--- src/inc/aofr_pkg.sv ---
// Package with register map, field layout and encodings of the output format block.
package aofr_pkg;
  // Register addresses on the serial configuration word.
  localparam logic [6:0] ADDR_RESET_CTRL   = 7'h00;
  localparam logic [6:0] ADDR_DRIVE_CONFIG = 7'h03;
  localparam logic [6:0] ADDR_DATA_FORMAT  = 7'h04;
  localparam logic [7:0] REG_RESET_VALUE   = 8'h00;
  localparam int         RESET_BIT         = 7;
  // Serial word layout.
  localparam int         WORD_BITS         = 16;
  localparam logic [4:0] WORD_LAST         = 5'h10;
  // Output drive config fields.
  localparam int         DRV_CUR_HI        = 6;
  localparam int         DRV_CUR_LO        = 4;
  localparam int         DRV_TERM_BIT      = 3;
  localparam int         DRV_OFF_BIT       = 2;
  localparam int         DRV_FMT_HI        = 1;
  localparam int         DRV_FMT_LO        = 0;
  // Data format fields.
  localparam int         FMT_TEST_HI       = 5;
  localparam int         FMT_TEST_LO       = 3;
  localparam int         FMT_ABP_BIT       = 2;
  localparam int         FMT_OUTPUT_SCRAMBLER_EN_BIT      = 1;
  localparam int         FMT_SIGNED_BIT    = 0;
  // Test pattern codes.
  localparam logic [2:0] TP_OFF            = 3'h0;
  localparam logic [2:0] TP_ZEROS          = 3'h1;
  localparam logic [2:0] TP_ONES           = 3'h3;
  localparam logic [2:0] TP_CHECKER        = 3'h5;
  localparam logic [2:0] TP_ALTERNATE      = 3'h7;
  // Drive current in units of 0.01 mA, termination scale in tenths.
  localparam logic [11:0] CUR_3P5  = 12'h15e;
  localparam logic [11:0] CUR_4P0  = 12'h190;
  localparam logic [11:0] CUR_4P5  = 12'h1c2;
  localparam logic [11:0] CUR_3P0  = 12'h12c;
  localparam logic [11:0] CUR_2P5  = 12'h0fa;
  localparam logic [11:0] CUR_2P1  = 12'h0d2;
  localparam logic [11:0] CUR_1P75 = 12'h0af;
  localparam logic [11:0] TERM_NUM = 12'h010;
  localparam logic [11:0] TERM_DEN = 12'h00a;
  localparam logic [15:0] CHECKER_A = 16'h5554;
  localparam logic [15:0] CHECKER_B = 16'haaa8;
  localparam logic [15:0] ABP_MASK  = 16'haaaa;
  typedef enum logic [1:0] {
    FMT_CMOS_FULL = 2'h0,
    FMT_CMOS_DDR  = 2'h1,
    FMT_LVDS_DDR  = 2'h2,
    FMT_UNUSED    = 2'h3
  } aofr_fmt_type;
endpackage : aofr_pkg

--- src/inc/aofr_ser_if.sv ---
// Interface carrying decoded serial commands between the port and the registers.
`timescale 1ns/1ps
`default_nettype none
interface aofr_ser_if;
  logic       wrStb;
  logic [6:0] addr;
  logic [7:0] wrData;
  logic       rdLoad;
  logic [7:0] rdData;
  modport port (output wrStb, output addr, output wrData, output rdLoad,
                input rdData);
  modport regs (input wrStb, input addr, input wrData, input rdLoad,
                output rdData);
endinterface : aofr_ser_if
`default_nettype wire

--- src/design/aofr_serial_port.sv ---
// Serial configuration port: shifts 16-bit words and shifts out read data.
`timescale 1ns/1ps
`default_nettype none
module aofr_serial_port
  import aofr_pkg::*;
(
  // Clock and reset.
  input  wire logic clk,
  input  wire logic rst,
  // Serial pins, sampled on clk.
  input  wire logic csN,
  input  wire logic sck,
  input  wire logic sdi,
  output logic      sdoOe,
  // Decoded commands.
  aofr_ser_if.port  bus
);
  logic [4:0]  bitCount;
  logic [14:0] shiftIn;
  logic [7:0]  shiftOut;
  logic        sckLast;
  logic        readCmd;
  wire         sckRise = sck & ~sckLast;
  wire         takeBit = ~csN & sckRise & (bitCount != WORD_LAST);
  wire  [4:0]  next_bitCount = bitCount + 5'h01;

  // Edges past the sixteenth are ignored; the count holds.
  always_ff @(posedge clk) begin
    sckLast <= sck;
    if (rst || csN) begin
      bitCount <= 5'h00;
      readCmd  <= 1'b0;
    end else if (takeBit) begin
      bitCount <= next_bitCount;
      shiftIn  <= {shiftIn[13:0], sdi};
      if (bitCount == 5'h00) readCmd <= sdi;
    end
    if (rst) shiftOut <= 8'h00;
    else if (bus.rdLoad) shiftOut <= bus.rdData;
    else if (takeBit && bitCount > 5'h07) shiftOut <= {shiftOut[6:0], 1'b0};
  end

  // Word is read/write flag, seven address bits, eight data bits.
  assign bus.addr   = (bitCount == 5'h07 && takeBit) ? {shiftIn[5:0], sdi}
                                                     : shiftIn[13:7];
  assign bus.wrData = {shiftIn[6:0], sdi};
  assign bus.wrStb  = takeBit && bitCount == 5'(WORD_BITS - 1) && !readCmd;
  assign bus.rdLoad = takeBit && bitCount == 5'h07 && shiftIn[6] == 1'b1;
  // Open drain: enable pulls low while the shifted bit is zero.
  assign sdoOe = ~csN & readCmd & (bitCount >= 5'h08)
               & (bitCount != WORD_LAST) & ~shiftOut[7];
endmodule : aofr_serial_port
`default_nettype wire

--- src/design/aofr_output_format.sv ---
// Output format and drive control registers with the output word formatter.
`timescale 1ns/1ps
`default_nettype none
// Operation
// - Drive config bit 7 is ignored and reads back as zero.
// - Drive current field selects one of seven LVDS driver currents.
// - Termination bit enables termination and scales current by 1.6.
// - Output disable bit puts all data outputs in high impedance.
// - Test code 000 passes data, 001 forces zeros, 011 forces ones.
// - Code 101 alternates checkerboards, 111 alternates zeros and ones.
// - Two lowest output bits are not forced by any test pattern.
// - Data format bits 7 and 6 are ignored.
// - Data format bit 2 enables alternate bit polarity.
// - Data format bit 1 enables the output randomizer.
// - Test patterns override coding, randomizer and polarity processing.
// - Output disable also floats the sample clock output.
// - Software reset clears both registers to zero.
// - Each access is a 16-bit word: flag, address, data.
module aofr_output_format
  import aofr_pkg::*;
(
  // Clock and reset.
  input  wire logic        clk,
  input  wire logic        rst,
  // Serial configuration pins.
  input  wire logic        csN,
  input  wire logic        sck,
  input  wire logic        sdi,
  output logic             sdoOut,
  output logic             sdoOe,
  // Sample stream from the converter core.
  input  wire logic        sampleValid,
  input  wire logic [15:0] sampleIn,
  input  wire logic        sampleClockIn,
  // Formatted outputs.
  output logic [15:0]      converted_word,
  output logic             convertedOe,
  output logic             sample_clock_out,
  output logic             sampleClockOe,
  // Analog driver controls.
  output aofr_fmt_type     output_format_sel,
  output logic [2:0]       lvds_drive_current_sel,
  output logic [11:0]      driveCurrent,
  output logic             internal_term_enable,
  output logic             output_tristate
);
  aofr_ser_if ser ();
  logic [7:0] driveCfg;
  logic [7:0] dataFmt;
  logic       phase;

  aofr_serial_port u_port (
    .clk   (clk),
    .rst   (rst),
    .csN   (csN),
    .sck   (sck),
    .sdi   (sdi),
    .sdoOe (sdoOe),
    .bus   (ser.port)
  );
  assign sdoOut = 1'b0;

  // ******************************************************************
  // Registers
  // ******************************************************************
  wire softReset = ser.wrStb && ser.addr == ADDR_RESET_CTRL
                   && ser.wrData[RESET_BIT];
  always_ff @(posedge clk) begin
    if (rst || softReset) begin
      driveCfg <= REG_RESET_VALUE;
      dataFmt  <= REG_RESET_VALUE;
    end else if (ser.wrStb) begin
      if (ser.addr == ADDR_DRIVE_CONFIG) driveCfg <= {1'b0, ser.wrData[6:0]};
      if (ser.addr == ADDR_DATA_FORMAT)  dataFmt  <= {2'b00, ser.wrData[5:0]};
    end
  end
  assign ser.rdData = (ser.addr == ADDR_DRIVE_CONFIG) ? driveCfg :
                      (ser.addr == ADDR_DATA_FORMAT)  ? dataFmt  : 8'h00;

  // ******************************************************************
  // Driver controls
  // ******************************************************************
  assign lvds_drive_current_sel = driveCfg[DRV_CUR_HI:DRV_CUR_LO];
  assign internal_term_enable   = driveCfg[DRV_TERM_BIT];
  assign output_tristate        = driveCfg[DRV_OFF_BIT];
  assign output_format_sel = aofr_fmt_type'(driveCfg[DRV_FMT_HI:DRV_FMT_LO]);
  logic [11:0] baseCurrent;
  always_comb begin
    unique case (lvds_drive_current_sel)
      3'h0:    baseCurrent = CUR_3P5;
      3'h1:    baseCurrent = CUR_4P0;
      3'h2:    baseCurrent = CUR_4P5;
      3'h4:    baseCurrent = CUR_3P0;
      3'h5:    baseCurrent = CUR_2P5;
      3'h6:    baseCurrent = CUR_2P1;
      3'h7:    baseCurrent = CUR_1P75;
      default: baseCurrent = CUR_3P5; // Undefined code; host avoids it.
    endcase
  end
  wire [23:0] scaled = 24'(baseCurrent) * 24'(TERM_NUM) / 24'(TERM_DEN);
  assign driveCurrent = internal_term_enable ? scaled[11:0] : baseCurrent;

  // ******************************************************************
  // Output word formatting
  // ******************************************************************
  // The scrambler flips data bits by the LSB so a receiver can undo it.
  wire [2:0]  testSel  = dataFmt[FMT_TEST_HI:FMT_TEST_LO];
  wire [15:0] coded    = dataFmt[FMT_SIGNED_BIT]
                         ? {~sampleIn[15], sampleIn[14:0]} : sampleIn;
  wire [15:0] scrambled = dataFmt[FMT_OUTPUT_SCRAMBLER_EN_BIT]
                         ? (coded ^ {{15{coded[0]}}, 1'b0}) : coded;
  wire [15:0] polarized = dataFmt[FMT_ABP_BIT]
                         ? (scrambled ^ ABP_MASK) : scrambled;
  logic [15:0] pattern;
  always_comb begin
    unique case (testSel)
      TP_ZEROS:     pattern = 16'h0000;
      TP_ONES:      pattern = 16'hfffc;
      TP_CHECKER:   pattern = phase ? CHECKER_B : CHECKER_A;
      TP_ALTERNATE: pattern = phase ? 16'hfffc : 16'h0000;
      default:      pattern = polarized;
    endcase
  end
  // Patterns win over all processing; low two bits keep the data.
  wire [15:0] next_word = (testSel == TP_OFF) ? polarized
                          : {pattern[15:2], polarized[1:0]};
  always_ff @(posedge clk) begin
    if (rst) begin
      converted_word <= 16'h0000;
      phase          <= 1'b0;
    end else if (sampleValid) begin
      converted_word <= next_word;
      phase          <= ~phase;
    end
  end
  assign convertedOe      = ~output_tristate;
  assign sampleClockOe    = ~output_tristate;
  assign sample_clock_out = sampleClockIn;
endmodule : aofr_output_format
`default_nettype wire

--- config.mk ---
export PLATFORM = sky130hd
export DESIGN_NAME = aofr_output_format
export DESIGN_NICKNAME = d
export VERILOG_FILES = /design/src/inc/aofr_pkg.sv /design/src/inc/aofr_ser_if.sv /design/src/design/aofr_serial_port.sv /design/src/design/aofr_output_format.sv
export SDC_FILE = /design/constraint.sdc
export NUM_CORES = 1
export LEC_CHECK = 0
export BUFFER_PORTS_ARGS = -buffer_cell sky130_fd_sc_hd__buf_2
export CAP_MARGIN = 20
export CORE_MARGIN = 2
export CORE_UTILIZATION = 48
export DETAILED_ROUTE_END_ITERATION = 16
export PLACE_DENSITY = 0.7
export SLEW_MARGIN = 0
export SYNTH_ARGS = -nofsm -noshare
export SYNTH_HDL_FRONTEND = slang
export SYNTH_HIERARCHICAL = 1
export SYNTH_SLANG_ARGS = --single-unit
--- constraint.sdc ---
create_clock -name clk -period 7.52 [get_ports clk]
set_input_delay 1.504 -clock clk [delete_from_list [all_inputs] [get_ports clk]]
set_output_delay 1.504 -clock clk [all_outputs]
set_load 0.05 [all_outputs]
==> run_results.csv <==
group,metric,value,unit
setup_path,worst-path-max-fanout,18,
timing,setup_repair_after_global_routing_missed_its_margin,"false",
power_and_ir_drop,cellPowerDensity,178,nW/um^2
timing,clock_skew_after_layout,0.0129,ns
timing,worst_slack,1.56,ns
logic_synthesis,synth_warnings,6,
setup_path,critical_path.reg2reg.startpoint,"u_port/bitCount[0]",
global_routing,grt_pass1_vias,2682,
status,run_status,"finished clean",
power_and_ir_drop,pwr-share-clk,41.5,%
place,dpl_cell_area,3650,sq um
setup_path,critical-path-top-delay-family,"simple AND/OR/NAND/NOR gates",
layout,area_delta_synth_final,12.8,%
floorplan,initial_core_util,49.9,%
power_and_ir_drop,power.net_switching,171,uW
timing,setup_viol_count_final,0,
setup_path,reg2reg_slack,3.99,ns
clock_network,cts.htree.levels,3,
clock_network,tritoncts,"done",
clock_network,worst_path_clk_slew,0.07,ns
floorplan,die_height,88.3,microns
setup_path,worst-path-stages,16,
route,drt-total-wl,7.46,mm
setup_path,critPathRequiredTime,6.02,ns
setup_path,worstPathBufferInverterCount,2,
logic_synthesis,synth_common_cells,"45 x sky130_fd_sc_hd__dfxtp_1, 42 x sky130_fd_sc_hd__nor2_1, 34 x sky130_fd_sc_hd__a21oi_1",
global_routing,global_route.overflow_total,0,
clock_network,cts_setup_buffers,0,
logic_synthesis,postSynthCellCount,392,
layout,multiInputGateArea,1840,sq um
clock_network,clock-root-buffer,"sky130_fd_sc_hd__clkbuf_8",
setup_path,rr_endpoint,"driveCfg[6]",
route,route.detailed.wl_per_inst,14.0,microns
setup_path,cell_chain_of_the_critical_path,"nand2b_1 -> a21oi_2 -> inv_2 -> ha_1 -> and3_1 -> o31ai_1 -> and2_1 -> ha_1 -> or3_4 -> ha_1 -> nand2_1 -> or3_1 -> nand4_1 -> o41ai_1 -> a21oi_1 -> buf_2",
floorplan,design.portCount,63,
timing,fin_setup_tns,0,ns
floorplan,std_cell_core_area,6830,sq um
power_and_ir_drop,p_leak,0.00152,uW
setup_path,worst_stage_delay_on_the_critical_path,0.68,ns
clock_network,clkSinkCount,59,
timing,timing.final.crit_share,79.2,%
logic_synthesis,synthDominantCellAreaShare,26.4,%
power_and_ir_drop,power.total,684,uW
power_and_ir_drop,power.share.switching,25.1,%
setup_path,critical_path.most_common_cell,"sky130_fd_sc_hd__ha_1",
route,detailedRoute.firstIterationViolations,81,
logic_synthesis,ys_top_cells_by_area,"sky130_fd_sc_hd__dfxtp_1 26%, sky130_fd_sc_hd__edfxtp_1 12%, sky130_fd_sc_hd__a21oi_1 5.0%",
place,placement.io_buffers,57,
setup_path,classification_of_the_worst_setup_path,"reg -> out",
layout,sequential_cell_area,1320,sq um
clock_network,clock_latency,0.34,ns
timing,holdWs,0.454,ns
power_and_ir_drop,sequentialPowerShare,49.2,%
clock_network,hold_buffer_count_at_cts,0,
clock_network,ctsLongestPathBuffers,2,
place,place_worst_setup_slack,2.01,ns
timing,timing.final.hold_violations,0,
layout,final_area,3840,sq um
floorplan,die-area,7790,sq um
route,antenna_left,0,
logic_synthesis,synth_cell_types,62,
min_path,timing.hold.worst_path_depth,0,
min_path,hold_path_class,"reg -> reg",
global_routing,antenna_found_initial,0,
floorplan,die-width,88.3,microns
power_and_ir_drop,share_comb_of_total_power,9.3,%
setup_path,critPathSlowestCell,"sky130_fd_sc_hd__dfxtp_1",
global_routing,pin_count_of_the_biggest_net_entering_global_routing,29,
logic_synthesis,mapped_cell_area,3410,sq um
run,timing.max_cap.violations,0,
setup_path,endpoint_kind,"output pin",
place,hpwl_after_detailed_placement,5.20,mm
route,route.detailed.drc,0,
logic_synthesis,synthMostInstantiatedCell,"sky130_fd_sc_hd__dfxtp_1",
power_and_ir_drop,worst_ir_drop_vdd,0.125,mV
setup_path,startpoint_type,"register",
logic_synthesis,syn_area_per_cell,8.69,sq um
clock_network,numCtsBuffers,9,
logic_synthesis,async_reset_ff_share,0,%
route,detailroute.via_count,2883,
timing,max-slew-margin-rel,40.5,%
route,firstDrtPassIters,4,
logic_synthesis,synth-edff-count,14,
setup_path,arrival,4.45,ns
timing,drv_slew,0,
place,place.gp.congestion,0.952,
logic_synthesis,yosysTopAreaCell,"sky130_fd_sc_hd__dfxtp_1",
min_path,hold_start,"u_port/shiftIn[8]",
logic_synthesis,synth-seq-area-share,38.8,%
timing,highest_achievable_clock_rate,168,MHz
global_routing,first_pass_grt_wire_length,12.5,mm
floorplan,floorplan.rows,30,
setup_path,ff2ff_path_depth,9,
timing,final_critical_path_time_including_i_o_delays_and_setup,5.96,ns
global_routing,grt.total_usage,20.1,%
logic_synthesis,ys.flop_type,"sky130_fd_sc_hd__dfxtp_1",
clock_network,cts.repair.resized,0,
power_and_ir_drop,p_int,512,uW
timing,worstMarginPinSlew,0.887,ns
layout,drive_above_1_share,22.1,%
layout,fillCellCount,671,
min_path,timing.hold.worst_endpoint,"u_port/shiftIn[9]",
logic_synthesis,number_of_register_bits_inferred_by_synthesis,59,
layout,num_antenna_cells,0,
route,drt-vias-per-instance,5.40,
layout,num-nets-final,464,
==> cells in the final DEF (no fill, tap or decap), types with 3 or more instances in the layout <==
master and count:
sky130_fd_sc_hd__a22o_1 6, sky130_fd_sc_hd__mux2i_1 12, sky130_fd_sc_hd__dfxtp_1 45, sky130_fd_sc_hd__nand2b_1 8, sky130_fd_sc_hd__a211oi_1 9, sky130_fd_sc_hd__clkbuf_8 10
sky130_fd_sc_hd__ha_1 8, sky130_fd_sc_hd__buf_2 57, sky130_fd_sc_hd__nor2_1 42, sky130_fd_sc_hd__a21oi_1 34, sky130_fd_sc_hd__nand2_1 30, sky130_fd_sc_hd__mux2_2 7
sky130_fd_sc_hd__and2_1 3, sky130_fd_sc_hd__xnor2_1 18, sky130_fd_sc_hd__o21ai_0 4, sky130_fd_sc_hd__nand3_1 21, sky130_fd_sc_hd__inv_1 15, sky130_fd_sc_hd__edfxtp_1 14
sky130_fd_sc_hd__buf_4 3, sky130_fd_sc_hd__xor2_1 4, sky130_fd_sc_hd__conb_1 6, sky130_fd_sc_hd__and3_1 3, sky130_fd_sc_hd__o21ai_1 4, sky130_fd_sc_hd__clkbuf_1 3
sky130_fd_sc_hd__a21boi_0 7, sky130_fd_sc_hd__nor3_1 16
==> power groups by stage <==
| stage | Clock, uW | Combinational [uW] | Sequential, uW |
|---|---|---|---|
| finish | 284 | 63.3 | 337 |
| global route | 302 | 68.4 | 337 |
| CTS | 290 | 63.4 | 337 |
| detailed placement | 0 | 63.3 | 343 |
| global placement | 0 | 62.4 | 343 |
| floorplan | 0 | 29.9 | 363 |
==> how the worst max path moves through the flow <==
stage	from	to	slack (ns)
6_report	driveCfg[4]	driveCurrent[0]	1.56
5_1_grt	driveCfg[4]	driveCurrent[0]	1.29
3_5_place_dp	driveCfg[4]	driveCurrent[0]	2.01
4_1_cts	driveCfg[4]	driveCurrent[0]	1.63
3_3_place_gp	driveCfg[4]	driveCurrent[0]	2.10
2_1_floorplan	driveCfg[4]	driveCurrent[0]	1.71
==> layout make-up <==
cell class	instances	area share (%)
multi-input combinational	286	47.9
tap	96	3.12
sequential	59	34.4
clock buffer	13	3.87
inverter	17	1.66
clock inverter	3	1.04
timing repair buffer	60	8.01
==> routing by layer <==
layer	share of wire [%]	global-route usage, %	vias to the layer above
met3	5.9	6.34	8
met2	45	30.3	73
li1	-	-	1453
met5	0	0	-
met1	48	28.4	1349
met4	1.0	4.55	0
==> cell families after synthesis <==
group                      count (synthesis)  share of synthesized area [%]
DFF                                       59                           38.8
adders and majority gates                  8                           2.94
other                                      2                          0.220
muxes                                     19                           5.84
and+or+nand+nor                          148                           22.5
xor gates and xnor gates                  23                           6.13
buffers and inverters                     51                           7.60
AOI/OAI and AO/OA                         82                           16.0
==> through the flow <==
step | util, % | std cells
3_3_place_gp | 53.4 | 517
2_1_floorplan | - | 396
5_1_grt | 56.3 | 534
4_1_cts | 56.2 | 533
3_5_place_dp | 53.4 | 517
6_report | 56.3 | 534
==> state kept, by name, indices dropped and copies added (netlist names) <==
name / flops
converted_word: 16
u_port/shiftIn: 14
u_port/shiftOut: 8
driveCfg: 7
dataFmt: 6
u_port/bitCount: 5
phase: 1
u_port/readCmd: 1
u_port/sckLast: 1
Power figures use the tool's default switching activity.
